`config.mk`:
```
export PLATFORM = sky130hd
export DESIGN_NAME = oss_top
export DESIGN_NICKNAME = d
export VERILOG_FILES = /design/src/rtl/oss_pkg.sv /design/src/rtl/oss_top.sv /design/src/rtl/oss_clk_mux.sv /design/src/rtl/oss_osc_gate.sv
export VERILOG_INCLUDE_DIRS = /design/src /design/src/rtl
export SDC_FILE = /design/constraint.sdc
export NUM_CORES = 1
export LEC_CHECK = 0
export ABC_CLOCK_PERIOD_IN_PS = 1500
export BUFFER_PORTS_ARGS = -buffer_cell sky130_fd_sc_hd__buf_2
export CAP_MARGIN = 10
export CORE_MARGIN = 2
export CORE_UTILIZATION = 31
export DETAILED_ROUTE_END_ITERATION = 8
export PLACE_DENSITY = 0.62
export SYNTH_ARGS = -nofsm -noshare
export SYNTH_HDL_FRONTEND = slang
export SYNTH_SLANG_ARGS = --single-unit
```
`constraint.sdc`:
```
create_clock -name clock -period 1.5 [get_ports clock]
set_input_delay 0 -clock clock [delete_from_list [all_inputs] [get_ports clock]]
set_output_delay 0 -clock clock [all_outputs]
set_load 0.03 [all_outputs]
```
`src/rtl/oss_defines.svh`:
```
// register map, field positions, reset values and encodings of the oscillator source select block
`ifndef OSS_DEFINES_SVH
`define OSS_DEFINES_SVH

// ==========================================================
// register indices (byte address is four times the index)
`define OSS_IDX_SETUP        16'h001D
`define OSS_IDX_OPTION       16'hFFCF
`define OSS_IDX_PLL          16'h0036
`define OSS_ADDR_W           18

// ==========================================================
// stop_and_timebase_setup fields
`define OSS_SETUP_ICLKDIS    4
`define OSS_SETUP_RCKEEP     3
`define OSS_SETUP_XKEEP      2
`define OSS_SETUP_TBHI       1
`define OSS_SETUP_TBLO       0
`define OSS_SETUP_RESET      8'h00
`define OSS_SETUP_MASK       8'h1F

// ==========================================================
// reference_option_word fields
`define OSS_OPT_REFHI        1
`define OSS_OPT_REFLO        0

// ==========================================================
// pll_control fields
`define OSS_PLL_PWR          5
`define OSS_PLL_BCS          4
`define OSS_PLL_VPRHI        3
`define OSS_PLL_VPRLO        2
`define OSS_PLL_PREHI        1
`define OSS_PLL_PRELO        0
`define OSS_PLL_RESET        8'h00

// ==========================================================
// source codes on the timebase select and on the option word
`define OSS_TB_INT           2'h0
`define OSS_TB_RC            2'h1
`define OSS_TB_XTAL          2'h2
`define OSS_TB_NONE          2'h3
`define OSS_REF_NONE         2'h0
`define OSS_REF_INT          2'h1
`define OSS_REF_RC           2'h2
`define OSS_REF_XTAL         2'h3

`endif

```
`src/rtl/oss_pkg.sv`:
```
// types shared by the oscillator source select block
package oss_pkg;

  typedef enum logic [1:0] {
    MUX_RUN,
    MUX_DRAIN,
    MUX_SETTLE
  } oss_mux_state_t;

  typedef logic [1:0] oss_sel_t;

endpackage

```
`src/rtl/oss_top.sv`:
```
// oscillator source select: wishbone registers, reference select, oscillator pin, pll controls
`timescale 1ns/10ps
`include "oss_defines.svh"

module oss_top (
  // clock and reset
  input  wire logic                     clock,
  input  wire logic                     rstn,
  // wishbone slave
  input  wire logic                     wb_cyc_i,
  input  wire logic                     wb_stb_i,
  input  wire logic                     wb_we_i,
  input  wire logic [`OSS_ADDR_W-1:0]   wb_adr_i,
  input  wire logic [3:0]               wb_sel_i,
  input  wire logic [31:0]              wb_dat_i,
  output logic      [31:0]              wb_dat_o,
  output logic                          wb_ack_o,
  // oscillators and nonvolatile option
  input  wire logic                     internalOscClk,
  input  wire logic                     rcOscClk,
  input  wire logic                     crystalOscClk,
  input  wire logic                     crystalDrive,
  input  wire logic                     busClkLevel,
  input  wire logic [7:0]               optionWord,
  input  wire logic                     stopMode,
  // clock outputs
  output logic                          pllRefClock,
  output logic                          timebaseRefClock,
  output logic                          oscOutPin,
  // oscillator enables
  output logic                          internalOscEn,
  output logic                          rcOscEn,
  output logic                          crystalOscEn,
  // pll controls
  output logic                          pllPowerOn,
  output logic                          baseClockSelect,
  output logic      [3:0]               prescaleMult,
  output logic      [2:0]               vcoRangeMult
);

  // ==========================================================
  // helpers
  function automatic logic [3:0] pow2(input logic [1:0] e);
    pow2 = 4'h1 << e;
  endfunction

  function automatic logic hit(input logic [`OSS_ADDR_W-1:0] a, input logic [15:0] idx);
    hit = (a == {idx, 2'b00});
  endfunction

  // ==========================================================
  // registers
  logic [7:0] setup_r;
  logic [7:0] option_r;
  logic       optLoaded_r;
  logic       pllPwr_r;
  logic       bcs_r;
  logic [1:0] pre_r;
  logic [1:0] vpr_r;

  logic       req;
  logic       wrByte0;
  logic [7:0] wd;
  logic       hitSetup;
  logic       hitOption;
  logic       hitPll;

  assign req       = wb_cyc_i && wb_stb_i && !wb_ack_o;
  assign wrByte0   = req && wb_we_i && wb_sel_i[0];
  assign wd        = wb_dat_i[7:0];
  // setup register at its fixed index
  assign hitSetup  = hit(wb_adr_i, `OSS_IDX_SETUP);
  assign hitOption = hit(wb_adr_i, `OSS_IDX_OPTION);
  assign hitPll    = hit(wb_adr_i, `OSS_IDX_PLL);

  oss_pkg::oss_sel_t refSel;
  oss_pkg::oss_sel_t tbSel;
  assign refSel = {option_r[`OSS_OPT_REFHI], option_r[`OSS_OPT_REFLO]};
  assign tbSel  = {setup_r[`OSS_SETUP_TBHI], setup_r[`OSS_SETUP_TBLO]};

  // ==========================================================
  // bus answer: one wait state, unmapped reads zero
  always_ff @(posedge clock or negedge rstn) begin
    if (!rstn) begin
      wb_ack_o <= 1'b0;
    end else begin
      wb_ack_o <= req;
    end
  end

  always_ff @(posedge clock or negedge rstn) begin
    if (!rstn) begin
      wb_dat_o <= 32'h0000_0000;
    end else if (req && !wb_we_i) begin
      if (hitSetup) begin
        wb_dat_o <= {24'h00_0000, setup_r};
      end else if (hitOption) begin
        wb_dat_o <= {24'h00_0000, option_r};
      end else if (hitPll) begin
        wb_dat_o <= {24'h00_0000, 2'b00, pllPwr_r, bcs_r, vpr_r, pre_r};
      end else begin
        wb_dat_o <= 32'h0000_0000;
      end
    end else begin
      wb_dat_o <= 32'h0000_0000;
    end
  end

  // ==========================================================
  // setup register
  always_ff @(posedge clock or negedge rstn) begin
    if (!rstn) begin
      // reset clears select and stop bits
      setup_r <= `OSS_SETUP_RESET;
    end else if (wrByte0 && hitSetup) begin
      setup_r <= wd & `OSS_SETUP_MASK;
    end
  end

  // ==========================================================
  // option word, captured once after reset release, read only
  always_ff @(posedge clock or negedge rstn) begin
    if (!rstn) begin
      option_r    <= 8'h00;
      optLoaded_r <= 1'b0;
    end else if (!optLoaded_r) begin
      option_r    <= optionWord;
      optLoaded_r <= 1'b1;
    end
  end

  // ==========================================================
  // pll control with interlocks
  always_ff @(posedge clock or negedge rstn) begin
    if (!rstn) begin
      pllPwr_r <= 1'b0;
      bcs_r    <= 1'b0;
    end else if (wrByte0 && hitPll) begin
      // power held while base select set
      pllPwr_r <= wd[`OSS_PLL_PWR] | bcs_r;
      // base select needs power from an earlier write
      bcs_r    <= wd[`OSS_PLL_BCS] & pllPwr_r;
    end
  end

  always_ff @(posedge clock or negedge rstn) begin
    if (!rstn) begin
      pre_r <= 2'b00;
      vpr_r <= 2'b00;
    end else if (wrByte0 && hitPll && !pllPwr_r) begin
      pre_r <= {wd[`OSS_PLL_PREHI], wd[`OSS_PLL_PRELO]};
      vpr_r <= {wd[`OSS_PLL_VPRHI], wd[`OSS_PLL_VPRLO]};
    end
  end

  // ==========================================================
  // pll outputs
  always_ff @(posedge clock or negedge rstn) begin
    if (!rstn) begin
      pllPowerOn      <= 1'b0;
      baseClockSelect <= 1'b0;
      prescaleMult    <= 4'h1;
      vcoRangeMult    <= 3'h1;
    end else begin
      pllPowerOn      <= pllPwr_r;
      baseClockSelect <= bcs_r;
      prescaleMult    <= pow2(pre_r);
      vcoRangeMult    <= 3'(pow2(vpr_r));
    end
  end

  // ==========================================================
  // reference clock and oscillator pin
  always_ff @(posedge clock or negedge rstn) begin
    if (!rstn) begin
      pllRefClock <= 1'b0;
      oscOutPin   <= 1'b0;
    end else begin
      unique case (refSel)
        `OSS_REF_INT:  pllRefClock <= internalOscClk;
        `OSS_REF_RC:   pllRefClock <= rcOscClk;
        `OSS_REF_XTAL: pllRefClock <= crystalOscClk;
        `OSS_REF_NONE: pllRefClock <= 1'b0;
      endcase
      oscOutPin <= (refSel == `OSS_REF_XTAL) ? ~crystalDrive : busClkLevel;
    end
  end

  // ==========================================================
  // timebase selector
  logic [2:0] tbAllowed;
  // rc and crystal offered only as reference
  assign tbAllowed = {refSel == `OSS_REF_XTAL, refSel == `OSS_REF_RC, 1'b1};

  oss_clk_mux u_mux (
    .clock    (clock),
    .rstn     (rstn),
    .srcLevel ({crystalOscClk, rcOscClk, internalOscClk}),
    .srcAllowed(tbAllowed),
    .sel      (tbSel),
    .clkOut_r (timebaseRefClock)
  );

  oss_osc_gate u_gate (
    .clock      (clock),
    .rstn       (rstn),
    .stopMode   (stopMode),
    .iclkDisable(setup_r[`OSS_SETUP_ICLKDIS]),
    .rcKeep     (setup_r[`OSS_SETUP_RCKEEP]),
    .xtalKeep   (setup_r[`OSS_SETUP_XKEEP]),
    .refSel     (refSel),
    .intOscEn_r (internalOscEn),
    .rcOscEn_r  (rcOscEn),
    .xtalOscEn_r(crystalOscEn)
  );
endmodule

```
`src/rtl/oss_clk_mux.sv`:
```
// glitch-free selector of the timebase clock among three sampled oscillator levels
`timescale 1ns/10ps
`include "oss_defines.svh"

module oss_clk_mux (
  // clock and reset
  input  wire logic           clock,
  input  wire logic           rstn,
  // sources
  input  wire logic [2:0]     srcLevel,
  input  wire logic [2:0]     srcAllowed,
  input  wire oss_pkg::oss_sel_t sel,
  // timebase clock
  output logic                clkOut_r
);

  oss_pkg::oss_mux_state_t state_r;
  oss_pkg::oss_sel_t       curSel_r;

  // level of a source, low for the unused code or a source not offered
  function automatic logic srcOf(input oss_pkg::oss_sel_t s, input logic [2:0] lvl, input logic [2:0] ok);
    if (s == `OSS_TB_NONE) begin
      srcOf = 1'b0;
    end else begin
      srcOf = lvl[s] & ok[s];
    end
  endfunction

  logic curLvl;
  logic newLvl;
  assign curLvl = srcOf(curSel_r, srcLevel, srcAllowed);
  assign newLvl = srcOf(sel, srcLevel, srcAllowed);

  // ==========================================================
  // selection state
  // switch only at low phases
  always_ff @(posedge clock or negedge rstn) begin
    if (!rstn) begin
      state_r  <= oss_pkg::MUX_RUN;
      curSel_r <= `OSS_TB_INT;
    end else begin
      unique case (state_r)
        oss_pkg::MUX_RUN: begin
          if (sel != curSel_r && !curLvl) begin
            state_r <= oss_pkg::MUX_DRAIN;
          end
        end
        oss_pkg::MUX_DRAIN: begin
          curSel_r <= sel;
          state_r  <= oss_pkg::MUX_SETTLE;
        end
        oss_pkg::MUX_SETTLE: begin
          if (!curLvl) begin
            state_r <= oss_pkg::MUX_RUN;
          end
        end
        default: begin
          state_r <= oss_pkg::MUX_RUN;
        end
      endcase
    end
  end

  // ==========================================================
  // output
  // unused code drives low
  always_ff @(posedge clock or negedge rstn) begin
    if (!rstn) begin
      clkOut_r <= 1'b0;
    end else if (state_r == oss_pkg::MUX_RUN && sel == curSel_r) begin
      clkOut_r <= curLvl;
    end else if (state_r == oss_pkg::MUX_RUN) begin
      clkOut_r <= curLvl;
    end else begin
      clkOut_r <= 1'b0;
    end
  end
endmodule

```
`src/rtl/oss_osc_gate.sv`:
```
// run/stop enables of the three oscillators
`timescale 1ns/10ps
`include "oss_defines.svh"

module oss_osc_gate (
  // clock and reset
  input  wire logic           clock,
  input  wire logic           rstn,
  // controls
  input  wire logic           stopMode,
  input  wire logic           iclkDisable,
  input  wire logic           rcKeep,
  input  wire logic           xtalKeep,
  input  wire oss_pkg::oss_sel_t refSel,
  // enables
  output logic                intOscEn_r,
  output logic                rcOscEn_r,
  output logic                xtalOscEn_r
);

  // ==========================================================
  // enables; rc and crystal are powered only as the reference
  always_ff @(posedge clock or negedge rstn) begin
    if (!rstn) begin
      intOscEn_r  <= 1'b1;
      rcOscEn_r   <= 1'b0;
      xtalOscEn_r <= 1'b0;
    end else begin
      intOscEn_r  <= !(stopMode && iclkDisable);
      rcOscEn_r   <= (refSel == `OSS_REF_RC) && (!stopMode || rcKeep);
      xtalOscEn_r <= (refSel == `OSS_REF_XTAL) && (!stopMode || xtalKeep);
    end
  end

endmodule

```
Word level (Yosys, flattened, before mapping) --
Index checks and enable logic that the tools add are counted.
Storage, ports and cells: output and inout bits 48, bits in latches 0, register bits 72, input bits 73, memories 0, bits in writable memories 0, logic and storage cells 81, ROM bits 0
Operators by class: magnitude comparators 1, reduce and logical (&&, ||, !) cells 24, bitwise operators 4, divide/modulo/power cells 0, eq/ne operators 13, add/subtract/negate cells 0, multiplexer cells 16, shifts and indexed selects 2, multiply operators 0
Operator list (count):
- $mux W32 | 1
- $eq A18 B18 Y1 const B | 1
- $eq A18 B7 Y1 const B | 1
- $eq A18 B8 Y1 const B | 1
- $mux W8 | 2
- $logic_and A1 B1 Y1 | 13
- $eq A2 B2 Y1 const B | 4
- $logic_not A1 Y1 | 6
- $mux W1 | 6
- $mux W6 | 1
- $pmux W2 S3 | 1
- $bmux W1 S2 | 2
- $eq A2 B1 Y1 const B | 2
- $logic_not A2 Y1 | 2
- $mux W2 | 2
- $pmux W1 S4 | 1
- $shl A1 B2 Y4 const A | 1
- $lt A2 B3 Y1 const B | 1
- $shl A1 B2 Y3 const A | 1
- $and A1 B1 Y1 | 2
- $eq A2 B2 Y1 | 1
- $logic_or A1 B1 Y1 | 2
- $ne A2 B1 Y1 const B | 1
- $ne A2 B2 Y1 | 1
- 4 further kinds | 4

Longest topological paths before layout --
Gate-level depths: netlist (run 1).
depth in word-level cells 9, gate-level depth with buffers 6, mapped depth without buffers 4

Hierarchy --
A second synthesis (run 1) with hierarchy kept.
Unflattened totals: cells, all modules 187, area, all modules 2318.5 um^2
By module, submodules not included:
- oss_top | seq. area each 1003.5 um^2, cells each 160, area an instance 1964.4 um^2, times used 1
- oss_clk_mux | seq. area each 125.1 um^2, cells each 18, area an instance 242.7 um^2, times used 1
- oss_osc_gate | seq. area each 76.3 um^2, cells each 9, area an instance 111.4 um^2, times used 1

Worst setup path before layout (run 1) --
OpenSTA, ideal clock, no wires.
path type flip-flop to flip-flop, start register wb_ack_o, end register setup_r[0], setup slack -0.333 ns, setup time 0.125 ns, period minus slack after synthesis 1.833 ns, buffers on the path 1, required time 1.375 ns, stages on the path, launching flop included 6, arrival 1.708 ns, cell sequence dfrtp_1 > and3b_1 > nand3_1 > or4_4 > buf_6 > mux2_4
Between the ends: word-level cells in the longest chain between the ends 5
RTL lines:
- from (decl) | line oss_top.sv:17 | output logic wb_ack_o,
- from (signal assigned) | line oss_top.sv:87 | wb_ack_o <= req;
- $logic_not A1 Y1 | line oss_top.sv:68 | assign req = wb_cyc_i && wb_stb_i && !wb_ack_o;
- $logic_and A1 B1 Y1 | line oss_top.sv:68
- named net req | line oss_top.sv:61 | logic req;
- $logic_and A1 B1 Y1 (2 in a row) | line oss_top.sv:69 | assign wrByte0 = req && wb_we_i && wb_sel_i[0];
- $logic_and A1 B1 Y1 | line oss_top.sv:115 | end else if (wrByte0 && hitSetup) begin
- to (signal assigned) | line oss_top.sv:114 | setup_r <= `OSS_SETUP_RESET;
- to (signal assigned) | line oss_top.sv:116 | setup_r <= wd & `OSS_SETUP_MASK;
- to (decl) | line oss_top.sv:53 | logic [7:0] setup_r;
The timed path passes the listed nets, and every way through them passes these cells. A chain may end at the register's enable or synchronous reset.

Worst setup path after layout (run 1) --
Same ends and word-level chain as after synthesis.

==> results of run 1 <==
## path summary, 6_finish.rpt
kind | end | cells past startpoint | from | slack, ps
max | setup_r[0] | 4 | wb_ack_o | -180
min | pllRefClock | 5 | crystalOscClk | 50
max reg2reg | setup_r[0] | 4 | wb_ack_o | -180
min reg2reg | baseClockSelect | 0 | bcs_r | 460
max in group asynchronous | vcoRangeMult[0] | 3 | rstn | 730
min in group asynchronous | pllRefClock | 2 | rstn | 200
## power groups by stage
stage,Combinational [mW],Clock [mW],Sequential (mW)
finish,0.344,0.749,1.35
global placement,0.300,0,1.38
CTS,0.346,0.781,1.35
detailed placement,0.303,0,1.38
global route,0.379,0.845,1.36
floorplan,0.195,0,1.40
## kinds of logic (layout without fill, tap and decap cells)
family,after synthesis,in the layout,synth area share
AOI/OAI and AO/OA,21,21,0.0710
buffers and inverters,43,120,0.121
muxes,21,21,0.114
and+or+nand+nor,53,53,0.140
DFF,48,48,0.543
other,2,25,0.00338
xor gates and xnor gates,2,2,0.00789
## layer usage
layer	share of wire	routed length [µm]	global-route usage
met2	0.51	2400	0.211
met3	0.068	321	0.0457
met1	0.42	1970	0.155
met5	0	0	0
met4	0.0053	25	0.0331
## timing repair
action                                  4_1_cts  5_1_grt
buffers inserted                              1        2
pin swaps                                     0        1
resized for setup                             3        1
hold buffers                                 19        0
endpoints found under the hold margin        43        0
endpoints found under the setup margin        9       17
## sequential cells by signal, indices dropped and copies added (netlist names), 2 cells and up
name,flops
prescaleMult,4
setup_r,5
pre_r,2
wb_dat_o,8
vcoRangeMult,3
option_r,8
u_mux.state_r,2
vpr_r,2
u_mux.curSel_r,2
## layout make-up
| class | instances | area (µm²) |
|---|---|---|
| tap | 96 | 120 |
| multi-input combinational | 122 | 852 |
| inverter | 12 | 45.0 |
| clock buffer | 5 | 68.8 |
| timing repair buffer | 100 | 643 |
| clock inverter | 3 | 18.8 |
| sequential | 48 | 1210 |
| fill | 696 | 3910 |
## per-stage QoR
| stage | hold slack [ps] | worst slack (ps) | setup TNS (ps) | util |
|---|---|---|---|---|
| floorplan | -296 | -268 | -2640 | - |
| global placement | -1.45 | -168 | -2050 | 0.385 |
| detailed placement | 4.36 | -212 | -2650 | 0.385 |
| CTS | 56.4 | -187 | -1400 | 0.428 |
| global route | 78.5 | -241 | -2190 | 0.430 |
| finish | 54.4 | -181 | -1530 | 0.430 |
## critical path: stages (launching register included)
cell,delay (ps)
dfrtp_2,410
and3b_2,260
nand3_2,80
or4_4,490
mux2_4,320
## layout by cell type (no fill, tap or decap), types with 2 or more instances in the layout
master,netlist,routed
a22o_1,5,5
and3_1,3,3
buf_2,1,67
buf_4,24,13
clkbuf_8,0,5
clkinv_2,0,2
conb_1,2,25
dfrtp_1,45,43
dfrtp_2,0,2
dfstp_2,3,3
dlygate4sd3_1,0,19
inv_1,12,12
mux2_2,14,13
mux2_4,5,6
mux2i_1,2,2
nand2_1,13,13
nand2b_1,2,2
nand3_1,6,5
nand4_1,2,2
nor2_1,6,6
nor2b_1,4,4
nor3_1,5,4
o21ai_0,5,5
o32ai_1,5,5
or4_4,1,2
xnor2_1,2,2
==> results.py, run 1 <==
metrics = {
    "status": {
        "status": "finished with violations",
        "failed_checks": "setup timing",
    },
    "setup_path": {
        "start_kind": "register",
        "cp.required_ps": 1680,
        "criticalPathCategory": "reg -> reg",
        "arrival_ps": 1860,
        "crit_path_end_kind": "register",
        "critPathMaxFanout": 5,
    },
    "min_path": {
        "hold_class": "in -> reg",
    },
    "floorplan": {
        "dieArea_um2": 7850,
        "start_util": 0.323,
        "std_cell_rows": 30,
        "coreArea_um2": 6870,
        "die_h_um": 88.6,
        "die_w_um": 88.6,
        "io-pin-count": 121,
    },
    "layout": {
        "antenna_cells": 0,
        "final_area_um2": 2960,
        "finalNonFillerCells": 386,
        "fin_nets": 362,
        "area_growth_pct": 33.1,
        "drive_gt1_frac": 0.421,
    },
    "sta": {
        "fin_crit_sh": 1.12,
        "drv_slew": 0,
        "rsz0062_at_grt": "true",
        "worstMarginPinSlew_ps": 505,
        "skew_ps": 10.4,
        "layout_setup_ws_ps": -181,
        "hold_viol": 0,
        "relSlewSlack": 0.664,
        "fin_crit_ps": 1680,
        "setup_viol": 11,
        "max_freq_mhz": 595,
    },
    "synthesis": {
        "synth_top_area_cell": "dfrtp_1",
        "syn-cell-area_um2": 2220,
        "ys_async_sr_fraction": 1.00,
        "synth.top_cells.by_count": "dfrtp_1, buf_4, mux2_2",
        "synth_ff_type": "dfrtp_1",
        "syn_avg_cell_area_um2": 11.7,
        "synth_seq_cells": 48,
        "ys_types": 41,
        "ys_top_cells_by_area": "dfrtp_1, buf_4, mux2_2",
        "synth_seq_area_share": 0.543,
        "syn_inst": 190,
        "synth_edf_count": 0,
        "yosysWarnings": 0,
        "yosysTopAreaCellShare": 0.507,
        "yosysMostFrequentCell": "dfrtp_1",
    },
    "place": {
        "dp.cells": 356,
        "hpwl_um": 3650,
        "place_congestion": 0.737,
        "io_buffers": 67,
        "post_dp_cell_area_um2": 2640,
    },
    "routing": {
        "antenna_left": 0,
        "wirelength_um": 4720,
        "routedWlPerCell_um": 12.2,
        "drc": 0,
        "avgViaCountPerCell": 4.32,
        "drt_iter0_drc": 59,
        "dr.pass1.iters": 4,
        "via_count": 1667,
    },
    "power": {
        "ir_worst_vdd_mv": 0.278,
        "pwr_density_cell_nw_per_um2": 828,
        "switchingPower_uw": 656,
        "p_int_mw": 1.79,
        "comb_power_share": 0.141,
        "leakage_nw": 1.49,
        "power.total_mw": 2.45,
        "pwr-share-seq": 0.553,
        "swShare": 0.268,
        "clock_power_share": 0.306,
    },
    "grt": {
        "grt_pass1_wl_um": 7450,
        "antenna_found_initial": 0,
        "grt_use_total": 0.126,
        "overflow": 0,
        "grt_pass1_vias": 1601,
        "grt_start_max_net_pins": 28,
    },
    "cts": {
        "clkTransAtPathRegs_ps": 90,
        "numCtsBuffers": 5,
        "clk_path_buf_depth": 2,
        "cts-root-buf": "clkbuf_8",
        "clock-sinks": 48,
        "ctsHtreeMaxLevel": 2,
        "cts_tree": "built",
        "clock_latency_ps": 300,
    },
    "job": {
        "maxCapViolCount": 0,
    },
}
Note: power is estimated with default switching activity, not from simulation.
==> run 2: changes to the inputs <==
Settings changed: ABC_CLOCK_PERIOD_IN_PS 1500 to 1600, PLACE_DENSITY 0.62 to 0.6.
Clock period 1.5 ns to 1.6 ns, I/O delays scaled along.
==> run 2 against run 1 <==
Compared with the run above: the flow still finishes with violations (setup timing); first-iteration DRC count decreased by 14%; combinational power decreased by 8.1%; sequential share of layout area increased by 0.48 points; utilization decreased by 0.55 points; die area unchanged; flip-flop and latch count unchanged; clock power increased by 0.8%; wire length decreased by 1.7%; via count decreased by 2.7%; worst setup slack improved by 130 ps; critical path depth unchanged.
==> results.py, run 2 (synthesis results as in run 1) <==
metrics = {
    "grt": {
        "overflow": 0,
        "grt_start_max_net_pins": 22,
        "antenna_found_initial": 0,
        "grt_use_total": 0.127,
        "grt_pass1_vias": 1617,
        "grt_pass1_wl_um": 7530,
    },
    "setup_path": {
        "arrival_ps": 1840,
        "start_kind": "register",
        "critPathMaxFanout": 5,
        "criticalPathCategory": "reg -> reg",
        "crit_path_end_kind": "register",
        "cp.required_ps": 1790,
    },
    "floorplan": {
        "io-pin-count": 121,
        "die_h_um": 88.6,
        "die_w_um": 88.6,
        "std_cell_rows": 30,
        "coreArea_um2": 6870,
        "dieArea_um2": 7850,
        "start_util": 0.323,
    },
    "routing": {
        "antenna_left": 0,
        "avgViaCountPerCell": 4.25,
        "via_count": 1622,
        "wirelength_um": 4640,
        "dr.pass1.iters": 4,
        "drc": 0,
        "routedWlPerCell_um": 12.1,
        "drt_iter0_drc": 51,
    },
    "sta": {
        "setup_viol": 5,
        "max_freq_mhz": 605,
        "skew_ps": 6.43,
        "fin_crit_sh": 1.03,
        "hold_viol": 0,
        "rsz0062_at_grt": "true",
        "fin_crit_ps": 1650,
        "hold_ws_ps": 40.3,
        "drv_slew": 0,
        "layout_setup_ws_ps": -53.8,
    },
    "cts": {
        "clock_latency_ps": 300,
        "numCtsBuffers": 5,
        "clk_path_buf_depth": 2,
        "clock-sinks": 48,
        "clkTransAtPathRegs_ps": 90,
        "ctsHtreeMaxLevel": 2,
        "cts-root-buf": "clkbuf_8",
        "cts_tree": "built",
    },
    "job": {
        "maxCapViolCount": 0,
    },
    "layout": {
        "drive_gt1_frac": 0.409,
        "area_growth_pct": 31.5,
        "nFillCells": 680,
        "fin_nets": 358,
        "multiInputGateArea_um2": 848,
        "final_common_cell": "buf_2",
        "antenna_cells": 0,
        "final_cell_mix": "buf_2, dfrtp_1, conb_1, dlygate4sd3_1, mux2_2",
        "seqCellArea_um2": 1210,
        "final_area_um2": 2920,
        "largestRegisters": "option_r: 8 flops, wb_dat_o: 8 flops, setup_r: 5 flops",
        "post-route-util": 0.425,
    },
    "power": {
        "power.total_mw": 2.34,
        "comb_power_share": 0.135,
        "p_int_mw": 1.72,
        "leakage_nw": 1.46,
        "clock_power_share": 0.323,
        "pwr-share-seq": 0.542,
        "pwr_density_cell_nw_per_um2": 801,
        "switchingPower_uw": 620,
        "swShare": 0.265,
        "ir_worst_vdd_mv": 0.331,
    },
    "status": {
        "failed_checks": "setup timing",
        "status": "finished with violations",
    },
    "min_path": {
        "hold_class": "in -> reg",
    },
    "place": {
        "place_congestion": 0.712,
        "io_buffers": 67,
        "post_dp_cell_area_um2": 2610,
        "hpwl_um": 3630,
    },
}
==> run 2: metal layers <==
layer,vias up,share of wire,GRT usage
met5,-,0,0
met4,0,0.015,0.0455
met3,7,0.066,0.0308
met2,65,0.48,0.217
met1,758,0.44,0.158
li1,792,-,-
==> run 2: path summary, 6_finish.rpt <==
check                      depth (start not counted)                 to     startpoint  slack [ps]
hold / removal                                     5        pllRefClock  crystalOscClk          40
setup / recovery                                   4         setup_r[1]       wb_ack_o         -50
setup reg to reg                                   4         setup_r[1]       wb_ack_o         -50
min in group asynchronous                          2           pre_r[1]           rstn         180
hold reg to reg                                    0         pllPowerOn       pllPwr_r         430
max in group asynchronous                          3  u_gate.intOscEn_r           rstn         730
==> run 2: power groups by stage <==
stage | clock network [mW] | registers, mW | logic [mW]
final | 0.755 | 1.27 | 0.316
after global placement | 0 | 1.29 | 0.278
after detailed placement | 0 | 1.29 | 0.281
after floorplan | 0 | 1.31 | 0.182
after CTS | 0.779 | 1.27 | 0.321
after global routing | 0.831 | 1.27 | 0.351
==> run 2: worst max-delay path, cell delays in order (launching register included) <==
cell and delay, ps:
dfrtp_2 400, and3b_2 250, nand3_2 80, or4_4 490, mux2_4 320
==> run 2: per-stage QoR <==
stage	setup TNS, ps	std cells	setup WS, ps
after floorplan	-1310	213	-168
after global placement	-355	354	-41.6
after detailed placement	-533	354	-58.8
after CTS	-531	382	-65.8
after global routing	-888	382	-112
final	-251	382	-53.8
==> run 2: final cells by class <==
cell class                 count  area share
clock inverter                 2     0.00515
multi-input combinational    122       0.291
tap                           96      0.0412
inverter                      12      0.0154
timing repair buffer          96       0.206
clock buffer                   6      0.0283
sequential                    48       0.413
==> run 2: repair_timing <==
item	4_1_cts	5_1_grt
setup buffers	1	0
resized for setup	0	2
pin swaps	0	0
endpoints found under the setup margin	9	16
hold buffers	19	0
endpoints found under the hold margin	43	0
==> run 3: changes to the inputs <==
Settings changed: PLACE_DENSITY 0.6 to 0.63, SKIP_LAST_GASP set to 1.
==> run 3 against run 2 <==
Compared with the run above: the run still ends with setup timing left; clock skew grew 0.71 ps; non-clock buffer count fell by 2; largest power group unchanged; critical endpoint is now setup_r[2]; utilization down 0.47 points; clock power down 10%; first-iteration DRC count fell by 20%; combinational power hardly changed; register-to-register slack worse by 40 ps; die area is the same.
==> results.py, run 3 (synthesis results as in run 1) <==
metrics = {
    "layout": {
        "area_growth_pct": 30.0,
        "fin_nets": 356,
        "largestRegisters": "option_r: 8 flops, wb_dat_o: 8 flops, setup_r: 5 flops",
        "antenna_cells": 0,
        "final_cell_mix": "buf_2, dfrtp_1, conb_1, dlygate4sd3_1",
        "finalNonFillerCells": 380,
        "final_common_cell": "buf_2",
        "drive_gt1_frac": 0.394,
    },
    "floorplan": {
        "die_h_um": 88.6,
        "die_w_um": 88.6,
        "coreArea_um2": 6870,
        "dieArea_um2": 7850,
        "io-pin-count": 121,
        "std_cell_rows": 30,
        "start_util": 0.323,
    },
    "sta": {
        "hold_viol": 0,
        "fin_setup_tns_ps": -608,
        "fin_crit_ps": 1700,
        "rsz0062_at_grt": "true",
        "max_freq_mhz": 590,
        "layout_setup_ws_ps": -95.7,
        "skew_ps": 7.15,
        "drv_slew": 0,
        "setup_viol": 9,
        "fin_crit_sh": 1.06,
        "hold_ws_ps": 62.5,
    },
    "routing": {
        "via_count": 1671,
        "drt_iter0_drc": 41,
        "dr.pass1.iters": 4,
        "drc": 0,
        "antenna_left": 0,
        "routedWlPerCell_um": 12.1,
        "avgViaCountPerCell": 4.40,
        "wirelength_um": 4600,
    },
    "grt": {
        "overflow": 0,
        "grt_start_max_net_pins": 24,
        "grt_pass1_wl_um": 7290,
        "grt_use_total": 0.125,
        "antenna_found_initial": 0,
        "grt_pass1_vias": 1599,
    },
    "cts": {
        "clk_path_buf_depth": 2,
        "cts_tree": "built",
        "clkTransAtPathRegs_ps": 80,
        "cts-root-buf": "clkbuf_8",
        "clock_latency_ps": 300,
        "clock-sinks": 48,
        "ctsHtreeMaxLevel": 2,
        "numCtsBuffers": 5,
    },
    "setup_path": {
        "critPathMaxFanout": 5,
        "arrival_ps": 1880,
        "criticalPathCategory": "reg -> reg",
        "start_kind": "register",
        "crit_path_end_kind": "register",
        "cp.required_ps": 1780,
    },
    "place": {
        "place_congestion": 0.712,
        "dp.cells": 352,
        "hpwl_um": 3620,
        "io_buffers": 67,
    },
    "status": {
        "status": "finished with violations",
        "failed_checks": "setup timing",
    },
    "job": {
        "maxCapViolCount": 0,
    },
    "power": {
        "pwr_density_cell_nw_per_um2": 783,
        "ir_worst_vdd_mv": 0.286,
        "leakage_nw": 1.45,
    },
    "min_path": {
        "hold_class": "in -> reg",
    },
}
==> run 3: metal layers <==
layer / vias to the layer above / GRT usage / share of wire
li1: 792 / - / -
met4: 0 / 0.0496 / 0.016
met3: 5 / 0.0429 / 0.079
met1: 795 / 0.147 / 0.41
met5: - / 0 / 0
met2: 79 / 0.210 / 0.49
==> run 3: power by group <==
part,leakage (nW),switching [mW],internal (mW)
logic,0.802,0.192,0.120
registers,0.610,0.0224,1.25
clock network,0.0422,0.372,0.307
total,1.45,0.587,1.67
==> run 3: final timing paths <==
path | startpoint | end | slack, ps | depth (start not counted)
max | wb_ack_o | setup_r[2] | -100 | 4
min | crystalOscClk | pllRefClock | 60 | 5
max reg2reg | wb_ack_o | setup_r[2] | -100 | 4
min reg2reg | pllPwr_r | pllPowerOn | 440 | 0
max in group asynchronous | rstn | u_gate.intOscEn_r | 770 | 3
min in group asynchronous | rstn | pllPowerOn | 200 | 2
==> run 3: layout make-up <==
type / count / area (µm²)
Clock buffer: 7 / 76.3
Clock inverter: 1 / 5.00
Fill cell: 675 / 3980
Inverter: 12 / 45.0
Multi-Input combinational cell: 122 / 847
Sequential cell: 48 / 1210
Tap cell: 96 / 120
Timing Repair Buffer: 94 / 586
==> run 3: worst max-delay path, stage by stage (launching register included) <==
cell and delay [ps]:
dfrtp_2 410, and3b_2 270, nand3_2 90, or4_4 490, mux2_4 320
==> run 3: metrics by stage <==
step	total power, mW	setup WS (ps)	util	instance area, µm²
after floorplan	1.49	-168	-	2310
after global placement	1.57	-60.3	0.378	2600
after detailed placement	1.57	-82.8	0.378	2600
after CTS	2.30	-105	0.420	2890
after global routing	2.38	-136	0.420	2890
final	2.26	-95.7	0.420	2890
==> run 3: timing repair <==
item,in CTS,in global routing
endpoints found under the hold margin,43,0
buffers inserted,1,0
gates resized for setup,2,0
endpoints found under the setup margin,9,9
hold buffers,19,0
